==> src/hw/adc_clock_cfg_pkg.sv <==
// constants for the audio converter clock configuration block
// assumes one core clock; register offsets are page 0 indexes
package adc_clock_cfg_pkg;

  // register offsets
  localparam logic [7:0] ADDR_PAGE = 8'h00;
  localparam logic [7:0] ADDR_SW_RESET = 8'h01;
  localparam logic [7:0] ADDR_CLK_MUX = 8'h04;
  localparam logic [7:0] ADDR_SYNTH_PR = 8'h05;
  localparam logic [7:0] ADDR_SYNTH_INT = 8'h06;
  localparam logic [7:0] ADDR_FRAC_HIGH = 8'h07;
  localparam logic [7:0] ADDR_FRAC_LOW = 8'h08;
  localparam logic [7:0] ADDR_CONV_DIV = 8'h12;
  localparam logic [7:0] ADDR_MOD_DIV = 8'h13;
  localparam logic [7:0] ADDR_OSR = 8'h14;
  localparam logic [7:0] ADDR_INSTR_CNT = 8'h15;
  localparam logic [7:0] ADDR_DECIM = 8'h16;

  // reset values
  localparam logic [7:0] RST_PAGE = 8'h00;
  localparam logic [3:0] RST_CLK_MUX = 4'h0;
  localparam logic [7:0] RST_SYNTH_PR = 8'h11;
  localparam logic [5:0] RST_SYNTH_INT = 6'h04;
  localparam logic [5:0] RST_FRAC_HIGH = 6'h00;
  localparam logic [7:0] RST_FRAC_LOW = 8'h00;
  localparam logic [7:0] RST_CONV_DIV = 8'h01;
  localparam logic [7:0] RST_MOD_DIV = 8'h01;
  localparam logic [7:0] RST_OSR = 8'h80;
  localparam logic [7:0] RST_INSTR_CNT = 8'h80;
  localparam logic [3:0] RST_DECIM = 4'h4;

  // field positions
  localparam int POWER_BIT = 7;
  localparam int SW_RESET_BIT = 0;
  localparam int PRE_DIV_LSB = 4;
  localparam int MULT_R_LSB = 0;

  // converter clock source codes
  localparam logic [1:0] SRC_MCLK = 2'h0;
  localparam logic [1:0] SRC_BCLK = 2'h1;
  localparam logic [1:0] SRC_SYNTH = 2'h3;

  // seven-bit divider code, zero means 128
  function automatic logic [7:0] div7(input logic [6:0] code);
    div7 = (code == 7'h00) ? 8'h80 : {1'b0, code};
  endfunction

  // three-bit pre-divider code, zero means 8
  function automatic logic [3:0] div3(input logic [2:0] code);
    div3 = (code == 3'h0) ? 4'h8 : {1'b0, code};
  endfunction

  // four-bit code, zero means 16
  function automatic logic [4:0] div4(input logic [3:0] code);
    div4 = (code == 4'h0) ? 5'h10 : {1'b0, code};
  endfunction

  // eight-bit code, zero means 256
  function automatic logic [8:0] div8(input logic [7:0] code);
    div8 = (code == 8'h00) ? 9'h100 : {1'b0, code};
  endfunction

endpackage

==> src/hw/adc_clock_cfg.sv <==
// clock tree configuration registers and divider chain of an audio adc
// assumes a paged register port already decoded from the control bus
//
// How it works
// - integer multiplier is six bits, 1..63, zero reserved, resets to four.
// - fraction is 14 bits, six high and eight low, both reset zero.
// - a fraction high write only applies when fraction low follows next.
// - converter divider bit 7 is its power bit, reset off.
// - converter divider code divides by code, zero means 128, reset one.
// - modulator divider bit 7 is its power bit, reset off.
// - modulator divider code divides by code, zero means 128, reset one.
// - oversampling ratio 1..255, zero means 256, resets to 128.
// - instruction count is two per code step, up to 510, zero reserved.
// - decimation 1..15, zero means 16, resets to four.
// - pre-divider register bit 7 powers the synthesizer, reset off.
// - pre-divider zero means eight, multiplier r zero means sixteen.
// - converter source is master clock, bit clock or synthesizer output.
module adc_clock_cfg
  import adc_clock_cfg_pkg::*;
(
  // clock and reset
  input wire logic core_clk_i,
  input wire logic rst_n_i,
  // register port
  input wire logic reg_wr_i,
  input wire logic reg_rd_i,
  input wire logic [7:0] reg_addr_i,
  input wire logic [7:0] reg_wdata_i,
  output logic [7:0] reg_rdata_o,
  // clock sources, sampled as levels
  input wire logic mclk_i,
  input wire logic bclk_i,
  input wire logic synth_clk_i,
  // synthesizer settings
  output logic synth_power_o,
  output logic [3:0] synth_pre_div_o,
  output logic [4:0] synth_mult_r_o,
  output logic [5:0] synth_int_o,
  output logic [13:0] synth_frac_o,
  // derived clock ticks
  output logic converter_clock_tick_o,
  output logic modulator_clock_tick_o,
  output logic sample_tick_o,
  // signal processor settings
  output logic [8:0] oversampling_ratio_o,
  output logic [8:0] dsp_instruction_count_o,
  output logic [4:0] dsp_decimation_o
);

  // reset release
  logic rst_meta_q;
  logic rst_sync_q;
  always_ff @(posedge core_clk_i or negedge rst_n_i) begin
    if (!rst_n_i) begin
      rst_meta_q <= 1'b0;
      rst_sync_q <= 1'b0;
    end else begin
      rst_meta_q <= 1'b1;
      rst_sync_q <= rst_meta_q;
    end
  end

  // register state
  logic [7:0] page_q, page_d;
  logic [3:0] clk_mux_q, clk_mux_d;
  logic [7:0] synth_pr_q, synth_pr_d;
  logic [5:0] synth_int_q, synth_int_d;
  logic [5:0] frac_high_q, frac_high_d;
  logic [5:0] frac_stage_q, frac_stage_d;
  logic frac_pend_q, frac_pend_d;
  logic [7:0] frac_low_q, frac_low_d;
  logic [7:0] conv_div_q, conv_div_d;
  logic [7:0] mod_div_q, mod_div_d;
  logic [7:0] osr_q, osr_d;
  logic [7:0] instr_q, instr_d;
  logic [3:0] decim_q, decim_d;
  logic [7:0] rdata_q, rdata_d;
  logic on_page0;

  assign on_page0 = (page_q == 8'h00);

  always_comb begin
    page_d = page_q;
    clk_mux_d = clk_mux_q;
    synth_pr_d = synth_pr_q;
    synth_int_d = synth_int_q;
    frac_high_d = frac_high_q;
    frac_stage_d = frac_stage_q;
    frac_pend_d = frac_pend_q;
    frac_low_d = frac_low_q;
    conv_div_d = conv_div_q;
    mod_div_d = mod_div_q;
    osr_d = osr_q;
    instr_d = instr_q;
    decim_d = decim_q;
    rdata_d = rdata_q;
    if (reg_wr_i) begin
      // any access ends the fraction high staging window
      frac_pend_d = 1'b0;
      if (reg_addr_i == ADDR_PAGE) begin
        page_d = reg_wdata_i;
      end else if (on_page0) begin
        case (reg_addr_i)
          ADDR_CLK_MUX: clk_mux_d = reg_wdata_i[3:0];
          ADDR_SYNTH_PR: synth_pr_d = reg_wdata_i;
          // upper bits dropped rather than stored
          ADDR_SYNTH_INT: synth_int_d = reg_wdata_i[5:0];
          ADDR_FRAC_HIGH: begin
            frac_stage_d = reg_wdata_i[5:0];
            frac_pend_d = 1'b1;
          end
          ADDR_FRAC_LOW: begin
            frac_low_d = reg_wdata_i;
            if (frac_pend_q) begin
              frac_high_d = frac_stage_q;
            end
          end
          ADDR_CONV_DIV: conv_div_d = reg_wdata_i;
          ADDR_MOD_DIV: mod_div_d = reg_wdata_i;
          ADDR_OSR: osr_d = reg_wdata_i;
          ADDR_INSTR_CNT: instr_d = reg_wdata_i;
          // upper four bits are read-only zero
          ADDR_DECIM: decim_d = reg_wdata_i[3:0];
          default: ;
        endcase
      end
      // self-clearing software reset of control registers
      if (on_page0 && reg_addr_i == ADDR_SW_RESET &&
          reg_wdata_i[SW_RESET_BIT]) begin
        page_d = RST_PAGE;
        clk_mux_d = RST_CLK_MUX;
        synth_pr_d = RST_SYNTH_PR;
        synth_int_d = RST_SYNTH_INT;
        frac_high_d = RST_FRAC_HIGH;
        frac_stage_d = RST_FRAC_HIGH;
        frac_low_d = RST_FRAC_LOW;
        conv_div_d = RST_CONV_DIV;
        mod_div_d = RST_MOD_DIV;
        osr_d = RST_OSR;
        instr_d = RST_INSTR_CNT;
        decim_d = RST_DECIM;
      end
    end else if (reg_rd_i) begin
      frac_pend_d = 1'b0;
      rdata_d = 8'h00;
      if (reg_addr_i == ADDR_PAGE) begin
        rdata_d = page_q;
      end else if (on_page0) begin
        case (reg_addr_i)
          ADDR_CLK_MUX: rdata_d = {4'h0, clk_mux_q};
          ADDR_SYNTH_PR: rdata_d = synth_pr_q;
          ADDR_SYNTH_INT: rdata_d = {2'b00, synth_int_q};
          ADDR_FRAC_HIGH: rdata_d = {2'b00, frac_high_q};
          ADDR_FRAC_LOW: rdata_d = frac_low_q;
          ADDR_CONV_DIV: rdata_d = conv_div_q;
          ADDR_MOD_DIV: rdata_d = mod_div_q;
          ADDR_OSR: rdata_d = osr_q;
          ADDR_INSTR_CNT: rdata_d = instr_q;
          ADDR_DECIM: rdata_d = {4'h0, decim_q};
          default: rdata_d = 8'h00;
        endcase
      end
    end
  end

  always_ff @(posedge core_clk_i or negedge rst_sync_q) begin
    if (!rst_sync_q) begin
      page_q <= RST_PAGE;
      clk_mux_q <= RST_CLK_MUX;
      synth_pr_q <= RST_SYNTH_PR;
      synth_int_q <= RST_SYNTH_INT;
      frac_high_q <= RST_FRAC_HIGH;
      frac_stage_q <= RST_FRAC_HIGH;
      frac_pend_q <= 1'b0;
      frac_low_q <= RST_FRAC_LOW;
      conv_div_q <= RST_CONV_DIV;
      mod_div_q <= RST_MOD_DIV;
      osr_q <= RST_OSR;
      instr_q <= RST_INSTR_CNT;
      decim_q <= RST_DECIM;
      rdata_q <= 8'h00;
    end else begin
      page_q <= page_d;
      clk_mux_q <= clk_mux_d;
      synth_pr_q <= synth_pr_d;
      synth_int_q <= synth_int_d;
      frac_high_q <= frac_high_d;
      frac_stage_q <= frac_stage_d;
      frac_pend_q <= frac_pend_d;
      frac_low_q <= frac_low_d;
      conv_div_q <= conv_div_d;
      mod_div_q <= mod_div_d;
      osr_q <= osr_d;
      instr_q <= instr_d;
      decim_q <= decim_d;
      rdata_q <= rdata_d;
    end
  end

  // decoded settings, registered from next values so they track the regs
  logic synth_power_q;
  logic [3:0] pre_div_q;
  logic [4:0] mult_r_q;
  logic [8:0] osr_out_q;
  logic [8:0] instr_out_q;
  logic [4:0] decim_out_q;
  always_ff @(posedge core_clk_i or negedge rst_sync_q) begin
    if (!rst_sync_q) begin
      synth_power_q <= 1'b0;
      pre_div_q <= 4'h1;
      mult_r_q <= 5'h01;
      osr_out_q <= 9'h080;
      instr_out_q <= 9'h100;
      decim_out_q <= 5'h04;
    end else begin
      synth_power_q <= synth_pr_d[POWER_BIT];
      pre_div_q <= div3(synth_pr_d[PRE_DIV_LSB +: 3]);
      mult_r_q <= div4(synth_pr_d[MULT_R_LSB +: 4]);
      osr_out_q <= div8(osr_d);
      // two instructions per code step, zero left as reserved zero
      instr_out_q <= {instr_d, 1'b0};
      decim_out_q <= div4(decim_d);
    end
  end

  // source edge detection; inputs are synchronous levels
  logic mclk_q, bclk_q, synth_clk_q;
  logic src_tick_q, src_tick_d;
  always_comb begin
    case (clk_mux_q[1:0])
      SRC_MCLK: src_tick_d = mclk_i & ~mclk_q;
      SRC_BCLK: src_tick_d = bclk_i & ~bclk_q;
      SRC_SYNTH: src_tick_d = synth_clk_i & ~synth_clk_q & synth_power_q;
      default: src_tick_d = 1'b0;
    endcase
  end

  always_ff @(posedge core_clk_i or negedge rst_sync_q) begin
    if (!rst_sync_q) begin
      mclk_q <= 1'b0;
      bclk_q <= 1'b0;
      synth_clk_q <= 1'b0;
      src_tick_q <= 1'b0;
    end else begin
      mclk_q <= mclk_i;
      bclk_q <= bclk_i;
      synth_clk_q <= synth_clk_i;
      src_tick_q <= src_tick_d;
    end
  end

  // divider chain
  logic conv_tick;
  logic mod_tick;
  clock_div_stage u_conv_div (
    .core_clk_i(core_clk_i),
    .rst_n_i(rst_sync_q),
    .power_i(conv_div_q[POWER_BIT]),
    .code_i(conv_div_q[6:0]),
    .tick_i(src_tick_q),
    .tick_o(conv_tick)
  );

  clock_div_stage u_mod_div (
    .core_clk_i(core_clk_i),
    .rst_n_i(rst_sync_q),
    .power_i(mod_div_q[POWER_BIT]),
    .code_i(mod_div_q[6:0]),
    .tick_i(conv_tick),
    .tick_o(mod_tick)
  );

  // sample rate counter over modulator ticks
  logic [8:0] osr_cnt_q, osr_cnt_d;
  logic sample_q, sample_d;
  logic conv_out_q, mod_out_q;
  always_comb begin
    osr_cnt_d = osr_cnt_q;
    sample_d = 1'b0;
    if (!mod_div_q[POWER_BIT]) begin
      osr_cnt_d = 9'h000;
    end else if (mod_tick) begin
      if (osr_cnt_q + 9'h001 >= osr_out_q) begin
        osr_cnt_d = 9'h000;
        sample_d = 1'b1;
      end else begin
        osr_cnt_d = osr_cnt_q + 9'h001;
      end
    end
  end

  always_ff @(posedge core_clk_i or negedge rst_sync_q) begin
    if (!rst_sync_q) begin
      osr_cnt_q <= 9'h000;
      sample_q <= 1'b0;
      conv_out_q <= 1'b0;
      mod_out_q <= 1'b0;
    end else begin
      osr_cnt_q <= osr_cnt_d;
      sample_q <= sample_d;
      conv_out_q <= conv_tick;
      mod_out_q <= mod_tick;
    end
  end

  assign reg_rdata_o = rdata_q;
  assign synth_power_o = synth_power_q;
  assign synth_pre_div_o = pre_div_q;
  assign synth_mult_r_o = mult_r_q;
  assign synth_int_o = synth_int_q;
  assign synth_frac_o = {frac_high_q, frac_low_q};
  assign converter_clock_tick_o = conv_out_q;
  assign modulator_clock_tick_o = mod_out_q;
  assign sample_tick_o = sample_q;
  assign oversampling_ratio_o = osr_out_q;
  assign dsp_instruction_count_o = instr_out_q;
  assign dsp_decimation_o = decim_out_q;

endmodule // adc_clock_cfg

==> src/hw/clock_div_stage.sv <==
// one divider stage with a power bit, emits a tick every n input ticks
// assumes input ticks are one-cycle pulses on the core clock
module clock_div_stage
  import adc_clock_cfg_pkg::*;
(
  // clock and reset
  input wire logic core_clk_i,
  input wire logic rst_n_i,
  // control
  input wire logic power_i,
  input wire logic [6:0] code_i,
  // ticks
  input wire logic tick_i,
  output logic tick_o
);

  logic [7:0] cnt_q;
  logic [7:0] cnt_d;
  logic tick_q;
  logic tick_d;

  always_comb begin
    cnt_d = cnt_q;
    tick_d = 1'b0;
    if (!power_i) begin
      cnt_d = 8'h00;
    end else if (tick_i) begin
      if (cnt_q + 8'h01 >= div7(code_i)) begin
        cnt_d = 8'h00;
        tick_d = 1'b1;
      end else begin
        cnt_d = cnt_q + 8'h01;
      end
    end
  end

  always_ff @(posedge core_clk_i or negedge rst_n_i) begin
    if (!rst_n_i) begin
      cnt_q <= 8'h00;
      tick_q <= 1'b0;
    end else begin
      cnt_q <= cnt_d;
      tick_q <= tick_d;
    end
  end

  assign tick_o = tick_q;

endmodule // clock_div_stage

==> config.mk <==
export PLATFORM = sky130hd
export DESIGN_NAME = adc_clock_cfg
export DESIGN_NICKNAME = d
export VERILOG_FILES = /design/src/hw/adc_clock_cfg_pkg.sv /design/src/hw/adc_clock_cfg.sv /design/src/hw/clock_div_stage.sv
export SDC_FILE = /design/constraint.sdc
export NUM_CORES = 1
export LEC_CHECK = 0
export BUFFER_PORTS_ARGS = -buffer_cell sky130_fd_sc_hd__buf_2
export CAP_MARGIN = 10
export CELL_PAD_IN_SITES_DETAIL_PLACEMENT = 0
export CELL_PAD_IN_SITES_GLOBAL_PLACEMENT = 1
export CORE_UTILIZATION = 41
export DETAILED_ROUTE_END_ITERATION = 8
export GPL_TIMING_DRIVEN = 1
export PLACE_DENSITY = 0.79
export SYNTH_ARGS = -nofsm -noshare
export SYNTH_HDL_FRONTEND = slang
export SYNTH_SLANG_ARGS = --single-unit
==> constraint.sdc <==
create_clock -name core_clk_i -period 4.64 [get_ports core_clk_i]
set_input_delay 1.16 -clock core_clk_i [delete_from_list [all_inputs] [get_ports core_clk_i]]
set_output_delay 1.16 -clock core_clk_i [all_outputs]
set_load 0.02 [all_outputs]
==> results.tsv, run 1 <==
stage	metric	value	unit
power	p_int	2.36	mW
power	vdd_drop_max	0.259	mV
global_route	track_usage	24.5	%
finish	fin_util	49.2	%
synthesis	ys_types	68	
setup_path	critical_path.top_delay_family	simple AND/OR/NAND/NOR gates	
global_route	grt_max_degree	149	
route	wirelength	21.4	mm
route	num_vias	5939	
cts	cts_buffer_depth	2	
route	drt_iter0_markers	503	
setup_path	r2r-end	osr_cnt_q[6]	
placed_design	place.gp.congestion	0.932	
route	dr.pass1.iters	5	
finish	instances_no_fill	1036	
setup_path	cp_slowest_cell	nor2_1	
setup_path	critPathBufInv	1	
finish	area_growth	15.8	%
synthesis	yosys_warnings	0	
floorplanning	die_w	137	um
setup_path	r2r_cells	10	
cts	cts_tree	yes	
placed_design	dp_hpwl	15.8	mm
finish	antenna_cells	0	
setup_path	critPathLaunchType	input pin	
min_path	min_path_cells	0	
route	ant_nets	0	
setup_path	endpoint_kind	register	
route	viasPerCell	5.73	
floorplanning	core	17500	um^2
min_path	min-delay-path-class	register to register	
global_route	grt_pass1_wl	33.7	mm
sta	skew	0.00727	ns
flow_run	maxCapViolations	0	
setup_path	path_max_fanout	12	
synthesis	async_flop_share	100	%
sta	rsz0062_at_grt	no	
power	seq_power_share	45.3	%
setup_path	slowest_delay	0.78	ns
synthesis	synthFlopType	dfrtp_1	
cts	cts_sinks	150	
min_path	worstHoldEndpoint	rst_sync_q	
synthesis	synth-seq-cells	150	
power	clkPwrFrac	44.1	%
power	power_density	371	nW/um^2
finish	fill_cells	1613	
synthesis	yosys.area.top_type_share	46.5	%
sta	tightest_slew	1.09	ns
cts	clk_pin_slew	0.06	ns
outcome	status	finished, final reports clean	
floorplanning	rows	48	
cts	cts_hold_buf	0	
sta	setup_viol	0	
sta	hold_viol_final	0	
synthesis	syn-cell-area	7430	um^2
sta	drv_slew	0	
setup_path	r2r_start	osr_cnt_q[0]	
setup_path	cp_data_arrival_time	3.60	ns
synthesis	syn_nets	777	
sta	fin_crit_sh	70.2	%
synthesis	synth_top_area_cell	dfrtp_1	
cts	cts.htree.levels	4	
placed_design	portBuffers	85	
cts	cts_setup_buffers	0	
floorplanning	fp.dieH	137	um
cts	cts_root_buffer	clkbuf_16	
setup_path	required	4.98	ns
route	wire_per_inst	20.7	um
finish	fin_nets	849	
global_route	antenna_found_initial	0	
synthesis	synth_edf_count	0	
cts	cts-resized-gates	0	
floorplanning	pin_count	87	
synthesis	synthTopCellsByArea	dfrtp_1 47%, o21ai_0 5.1%, ha_1 4.7%, nand2_1 4.6%, dfstp_2 4.2%	
sta	fmax	0.307	GHz
power	p_leak	4.07	nW
setup_path	critical_path.cell_chain	buf_2, or4_4, nor2_1, a22oi_1, o22ai_1, a2111oi_0, o21ai_0	
finish	drive_gt1_share	19.4	%
global_route	grt_overflow_total	0	
floorplanning	start_util	42.5	%
global_route	grt_pass1_vias	5843	
power	p_switching	0.827	mW
route	drc	0	
power	switching_share	25.9	%
sta	finalSetupTns	0	ns
placed_design	dpl.cell_count	1004	
synthesis	syn_inst	726	
synthesis	avgSynthCellArea	10.2	um^2
setup_path	cp-startpoint	reg_addr_i[5]	
setup_path	critPathKind	input pin to register	
sta	min_period	3.26	ns
synthesis	yosysSeqAreaShare	50.7	%
sta	relSlewSlack	26.7	%
min_path	hold_path_startpoint	rst_meta_q	
cts	clk_latency	0.42	ns
floorplanning	dieArea	18700	um^2
power	power_frac_comb	10.7	%
cts	cts_buffers	17	
setup_path	rrSetupSlack	1.69	ns
-- cell usage after synthesis, types with 11 or more instances --
cell / number
inv_1: 39
a21oi_1: 26
nand2b_1: 11
o21ai_0: 76
a32o_1: 15
a22oi_1: 19
dfrtp_1: 138
nand2_1: 91
ha_1: 28
dfstp_2: 12
clkbuf_1: 14
nand3_1: 18
a22o_1: 32
nor2_1: 27
-- layout by cell type (no fill, tap or decap), types with 11 or more instances in the layout --
cell	instances
buf_2	85
ha_1	28
inv_1	39
dfstp_2	12
clkbuf_16	17
nand2_1	91
nor2_1	27
dfrtp_1	137
nand2b_1	11
a22oi_1	19
o21ai_0	76
a21oi_1	26
nand3_1	18
a22o_1	32
a32o_1	15
-- final cells by class --
type / count / area [um^2] / area share [%]
flip-flops and latches: 150 / 3770 / 43.9
inverters: 39 / 146 / 1.70
repair buffers: 86 / 445 / 5.18
multi-input cells: 504 / 3360 / 39.0
well taps: 225 / 282 / 3.27
clock inverters: 8 / 125 / 1.45
clock buffers: 24 / 472 / 5.49
-- through the flow --
stage | cell area [um^2] | power (mW) | setup slack (ns) | hold WS, ns
finish | 8600 | 3.19 | 1.38 | 0.356
detailed placement | 8000 | 1.80 | 1.03 | 0.350
global route | 8600 | 3.30 | 1.27 | 0.376
global placement | 8000 | 1.80 | 1.01 | 0.339
CTS | 8600 | 3.21 | 1.47 | 0.363
floorplan | 7430 | 1.67 | 0.172 | 0.331
-- power groups by stage --
stage          Sequential [mW]  Combinational (mW)  Clock, mW
2_1_floorplan             1.49               0.178          0
3_3_place_gp              1.46               0.333          0
3_5_place_dp              1.46               0.340          0
4_1_cts                   1.44               0.342       1.42
5_1_grt                   1.45               0.378       1.47
6_report                  1.44               0.340       1.40
-- worst max-delay path by stage --
stage | to | slack [ns] | cells after the start
2_1_floorplan | bclk_q | 0.17 | 0
3_3_place_gp | synth_int_o[2] | 1.01 | 7
3_5_place_dp | synth_int_o[2] | 1.03 | 7
4_1_cts | synth_int_o[2] | 1.47 | 7
5_1_grt | synth_int_o[2] | 1.27 | 7
6_report | reg_rdata_o[1] | 1.38 | 7
-- layer usage --
layer | vias to the layer above | track usage (%) | share of wire [%]
met5 | - | 0 | 0
met4 | 0 | 8.64 | 2.3
met3 | 39 | 6.41 | 7.6
met2 | 230 | 37.9 | 46
met1 | 2909 | 33.0 | 44
li1 | 2761 | - | -
-- cell families (layout without fill, tap and decap cells) --
group,after synthesis,in the layout,share of synthesized area [%]
compound gates,222,222,20.3
simple gates,222,222,16.4
flops,150,150,50.7
buf+inv,72,157,4.04
fa+ha+maj,28,28,4.72
xor+xnor,19,19,2.24
mux,11,11,1.50
other cells,2,2,0.101
(Power assumes the default switching activity.)
==> run 2: changes to the inputs <==
- clock period: 4.64 -> 2.74 ns (I/O delays scaled with it)
==> run 2 against run 1 <==
  * Non-clock buffer count increased by 42
  * Setup slack got worse by 1.3 ns
  * Combinational power increased by 83%
  * Sequential cell count unchanged
  * Final area increased by 4.7%
  * Sequential share of layout area decreased by 2.0 points
  * Largest cell class unchanged
  * Highest routed layer unchanged
==> results.tsv, run 2 (synthesis results as in run 1) <==
stage	metric	value	unit	change
outcome	status	finished, final reports clean		
setup_path	crit_top_cell	ha_1		
sta	rsz0062_at_grt	yes		
min_path	min-delay-path-class	input pin to async pin		
floorplanning	fp.dieH	137	um	unchanged
setup_path	critPathKind	register to register		
sta	fin_crit_sh	97.0	%	
floorplanning	die_w	137	um	unchanged
sta	relSlewSlack	40.2	%	+13 points
power	clkPwrFrac	44.0	%	about the same
cts	clk_latency	0.42	ns	about the same
setup_path	cp_data_arrival_time	2.99	ns	-0.61 ns
route	wl_met3	1.37	mm	-16%
route	ant_nets	0		unchanged
route	drc	0		unchanged
global_route	antenna_found_initial	0		unchanged
sta	hold_viol_final	0		unchanged
cts	cts.htree.levels	4		unchanged
route	viasPerCell	5.73		about the same
cts	cts_buffer_depth	2		unchanged
floorplanning	core	17500	um^2	unchanged
global_route	track_usage	24.8	%	+0.31 points
route	wirelength	21.7	mm	+1.6%
sta	tightest_slew	0.891	ns	-0.201 ns
route	wire_per_inst	20.2	um	-2.5%
placed_design	portBuffers	85		unchanged
setup_path	required	3.08	ns	-1.90 ns
route	num_vias	6187		+4.2%
sta	fin_ws	0.0826	ns	-1.30 ns
route	drt_iter0_markers	556		+11%
cts	cts_sinks	150		unchanged
finish	final_cell_mix	136 x dfrtp_1, 91 x nand2_1, 85 x buf_2, 68 x o21ai_0		
power	p_leak	4.30	nW	+5.7%
cts	cts_tree	yes		
finish	area_growth	21.3	%	
setup_path	path_max_fanout	5		-7
finish	drive_gt1_share	24.5	%	+5.1 points
placed_design	place.gp.congestion	0.954		+2.4%
finish	fin_area	9010	um^2	+4.7%
sta	drv_slew	0		unchanged
power	switching_share	26.6	%	+0.67 points
flow_run	maxCapViolations	0		unchanged
floorplanning	dieArea	18700	um^2	unchanged
global_route	grt_pass1_vias	6091		+4.2%
sta	whs	0.0299	ns	-0.327 ns
sta	setup_viol	0		unchanged
setup_path	critPathBufInv	1		unchanged
global_route	grt_max_degree	63		-58%
setup_path	critical_path.top_delay_family	compound AO/OA/AOI/OAI gates		
finish	fill_cells	1573		-2.5%
cts	cts_hold_buf	0		unchanged
placed_design	dp_hpwl	16.6	mm	+4.6%
setup_path	critPathLaunchType	register		
global_route	grt_overflow_total	0		unchanged
floorplanning	pin_count	87		unchanged
global_route	grt_pass1_wl	34.3	mm	+1.7%
floorplanning	start_util	42.5	%	unchanged
cts	cts_root_buffer	clkbuf_16		
cts	cts_buffers	17		unchanged
route	wl_met1	9.48	mm	-0.16%
sta	skew	0.0107	ns	+0.00346 ns
finish	antenna_cells	0		unchanged
sta	min_period	2.66	ns	
finish	final_common_cell	dfrtp_1		
setup_path	slowest_delay	0.45	ns	-0.33 ns
setup_path	cp_slowest_cell	a2111o_1		
cts	clk_pin_slew	0.06	ns	about the same
power	p_int	4.02	mW	+70%
finish	fin_util	51.5	%	+2.3 points
power	p_switching	1.46	mW	+76%
placed_design	place_ws	-0.0625	ns	-1.09 ns
route	dr.pass1.iters	5		unchanged
power	vdd_drop_max	0.450	mV	+74%
power	power_frac_comb	11.4	%	+0.7 points
setup_path	critical_path.cell_chain	ha_1, nand2_1, xor2_1, inv_1, ha_1, and3_1, a2111o_1, a31oi_4, o2111ai_2, o21ai_1		
floorplanning	rows	48		unchanged
route	met2_length	10.4	mm	+6.6%
power	seq_power_share	44.7	%	-0.6 points
setup_path	endpoint_kind	register		
placed_design	place_area	8350	um^2	+4.3%
sta	fmax	0.376	GHz	
route	top_layer	met4		
finish	fin_nets	892		+5.1%
power	power_density	608	nW/um^2	+64%
## run 2: cell count changes in the layout (fill, tap and decap cells not counted), moves of 2 or more
cell / delta
o2111ai_2: +2
o21ai_1: +8
buf_12: +3
clkinv_2: +2
o21ai_0: -8
buf_4: +39
inv_6: +4
clkbuf_1: -5
## run 2: path summary, 6_finish.rpt
check,start,to,slack [ns],depth (start not counted)
setup / recovery,osr_cnt_q[1],osr_cnt_q[5],0.08,10
max in group asynchronous,rst_sync_q,u_mod_div.cnt_q[6],1.66,1
setup reg to reg,osr_cnt_q[1],osr_cnt_q[5],0.08,10
min in group core_clk_i,rst_meta_q,rst_sync_q,0.35,0
hold reg to reg,rst_sync_q,reg_rdata_o[7],0.28,0
hold / removal,rst_n_i,rst_sync_q,0.03,1
## run 2: per-stage QoR
stage	TNS [ns]	cells	power, mW
after floorplan	0	726	2.83
after global placement	0	1045	3.07
after detailed placement	-0.212	1045	3.08
after CTS	0	1077	5.50
after global routing	-0.0816	1079	5.70
final	0	1079	5.47
## run 2: cell type report
| cell class | count | area (um^2) | area share, % |
|---|---|---|---|
| Sequential cell | 150 | 3770 | 41.9 |
| Multi-Input combinational cell | 505 | 3400 | 37.7 |
| Timing Repair Buffer | 128 | 798 | 8.86 |
| Clock buffer | 18 | 439 | 4.88 |
| Tap cell | 225 | 282 | 3.13 |
| Clock inverter | 14 | 171 | 1.90 |
| Inverter | 39 | 146 | 1.63 |
## run 2: routing by layer
layer	vias up	track usage, %
met2	242	39.7
met4	0	8.21
li1	2862	-
met3	37	5.89
met5	-	0
met1	3046	33.0
## run 2: power groups by stage
stage / logic, mW / clock network, mW / registers (mW)
after floorplan: 0.302 / 0 / 2.53
after global placement: 0.588 / 0 / 2.48
after detailed placement: 0.601 / 0 / 2.48
after CTS: 0.606 / 2.45 / 2.44
after global routing: 0.680 / 2.56 / 2.46
final: 0.622 / 2.41 / 2.44
## run 2: what timing repair did
item | in CTS | in global routing
resized for setup | 1 | 13
buffers inserted | 0 | 1
cloned | 0 | 1
pin swaps | 0 | 1
setup endpoints to repair | 9 | 10
## run 2: worst reg2reg max path, delay by kind of cell, from the launching register on
family / cells / cell delay [ns]
fa+ha+maj: 2 / 0.54
compound gates: 4 / 1.06
flops: 1 / 0.43
simple gates: 2 / 0.31
xor+xnor: 1 / 0.18
buf+inv: 1 / 0.07
==> run 3: changes to the inputs <==
==> constraint.sdc (replaced) <==
create_clock -name core_clk_i -period 2.74 [get_ports core_clk_i]
set_input_delay 0.137 -clock core_clk_i [delete_from_list [all_inputs] [get_ports core_clk_i]]
set_output_delay 0.137 -clock core_clk_i [all_outputs]
set_load 0.02 [all_outputs]
==> run 3 against run 2 <==
  * Cell count shrank 1.4%
  * Sequential share of layout area is 0.17 points higher
  * Final area shrank 0.40%
  * Sequential cell count unchanged
  * Via count shrank 0.52%
  * Non-clock buffer count fell by 15
==> results.tsv, run 3 (synthesis results as in run 1) <==
stage	metric	value	unit	change
sta	fin_crit_sh	96.1	%	-0.84 points
route	num_vias	6155		-0.52%
cts	cts_buffer_depth	2		unchanged
setup_path	required	3.09	ns	about the same
setup_path	cp_data_arrival_time	2.98	ns	about the same
finish	antenna_cells	0		unchanged
sta	skew	0.00549	ns	-0.00524 ns
flow_run	maxCapViolations	0		unchanged
finish	drive_gt1_share	23.5	%	-0.99 points
floorplanning	die_w	137	um	unchanged
sta	drv_slew	0		unchanged
route	wirelength	21.3	mm	-2.1%
global_route	antenna_found_initial	0		unchanged
finish	final_cell_mix	136 x dfrtp_1, 91 x nand2_1, 85 x buf_2, 68 x o21ai_0, 39 x inv_1		
route	ant_nets	0		unchanged
setup_path	critPathKind	register to register		
cts	clk_pin_slew	0.06	ns	about the same
cts	cts_sinks	150		unchanged
floorplanning	start_util	42.5	%	unchanged
sta	whs	0.0200	ns	-0.00989 ns
cts	cts.htree.levels	4		unchanged
finish	area_growth	20.8	%	
sta	setup_viol	0		unchanged
sta	tightest_slew	1.04	ns	+0.144 ns
finish	fin_nets	877		-1.7%
sta	fmax	0.380	GHz	+0.88%
route	wire_per_inst	20.0	um	-0.69%
route	viasPerCell	5.78		+0.89%
floorplanning	fp.dieH	137	um	unchanged
power	vdd_drop_max	0.471	mV	+4.6%
power	p_leak	4.22	nW	-1.9%
route	drt_iter0_markers	562		+1.1%
min_path	min-delay-path-class	input pin to async pin		
cts	clk_latency	0.43	ns	about the same
floorplanning	dieArea	18700	um^2	unchanged
sta	min_period	2.63	ns	-0.0231 ns
sta	relSlewSlack	30.5	%	-9.7 points
setup_path	critPathLaunchType	register		
placed_design	portBuffers	85		unchanged
global_route	grt_pass1_wl	33.3	mm	-2.7%
route	dr.pass1.iters	6		+1
power	power_density	616	nW/um^2	+1.3%
global_route	grt_overflow_total	0		unchanged
floorplanning	core	17500	um^2	unchanged
floorplanning	pin_count	87		unchanged
setup_path	path_max_fanout	5		unchanged
global_route	grt_max_degree	85		+35%
cts	cts_tree	yes		
floorplanning	rows	48		unchanged
sta	hold_viol_final	0		unchanged
global_route	track_usage	24.0	%	-0.75 points
outcome	status	finished, final reports clean		
finish	final_common_cell	dfrtp_1		
route	drc	0		unchanged
cts	cts_root_buffer	clkbuf_16		
setup_path	endpoint_kind	register		
global_route	grt_pass1_vias	5971		-2.0%
cts	cts_buffers	17		unchanged
placed_design	dp_hpwl	15.5	mm	-6.3%
placed_design	place.gp.congestion	0.930		-2.5%
power	power	5.52	mW	+0.91%
## run 3: cell types whose count changed in the layout (fill, tap and decap cells not counted), sizes merged, moves of 3 or more
cell         change
dlygate4sd3      +4
inv              -4
clkinvlp         +3
buf             -19
## run 3: worst max-delay path, stage by stage (launching register included)
cell	delay, ns
dfrtp_1	0.41
buf_6	0.13
nand2_1	0.09
nor2_4	0.16
xnor2_2	0.14
inv_1	0.06
ha_1	0.30
a21oi_2	0.14
nor2b_1	0.05
a2111o_1	0.42
a31oi_4	0.26
o2111ai_4	0.21
o21ai_1	0.18
## run 3: worst paths after layout
check / start / slack, ns / cells past startpoint / endpoint
max: osr_cnt_q[0] / 0.11 / 12 / osr_cnt_q[2]
min: rst_n_i / 0.02 / 2 / rst_sync_q
max reg2reg: osr_cnt_q[0] / 0.11 / 12 / osr_cnt_q[2]
min reg2reg: rst_sync_q / 0.17 / 0 / reg_rdata_o[0]
max in group asynchronous: rst_sync_q / 1.86 / 1 / oversampling_ratio_o[7]
min in group core_clk_i: reg_wdata_i[7] / 0.03 / 3 / dsp_instruction_count_o[8]
## run 3: metrics by stage
stage	setup TNS, ns	setup WS (ns)	utilization [%]	instance area (um^2)	std cells
floorplan	0	0.264	-	7430	726
global placement	0	0.0784	46.6	8140	1021
finish	0	0.106	51.3	8970	1064
global route	-0.127	-0.0339	51.3	8970	1064
CTS	0	0.00658	50.4	8810	1057
detailed placement	-0.575	-0.0905	46.6	8140	1021
## run 3: where the power goes
| part | internal [mW] | switching, mW | total, mW |
|---|---|---|---|
| clock network | 1.54 | 0.930 | 2.47 |
| logic | 0.207 | 0.409 | 0.616 |
| registers | 2.33 | 0.103 | 2.44 |
| total | 4.08 | 1.44 | 5.52 |
## run 3: final cells by class
class,instances,area (um^2)
fillers,1563,8510
well taps,225,282
clock inverters,13,180
clock buffers,19,443
multi-input cells,505,3470
repair buffers,113,674
inverters,39,146
flip-flops and latches,150,3770
## run 3: repair_timing
action / CTS / global route
pin swaps: 1 / 7
resized for setup: 1 / 26
hold endpoints to repair: 5 / 0
buffers inserted: 0 / 6
hold buffers: 4 / 0
gates cloned: 0 / 1
endpoints found under the setup margin: 9 / 10
## run 3: routing by layer
| metal | up-vias | share of wire, % | global-route usage (%) |
|---|---|---|---|
| met5 | - | 0 | 0 |
| met4 | 0 | 3.4 | 10.7 |
| met3 | 48 | 6.6 | 5.59 |
| met2 | 230 | 46 | 35.7 |
| met1 | 3052 | 44 | 33.3 |
| li1 | 2825 | - | - |
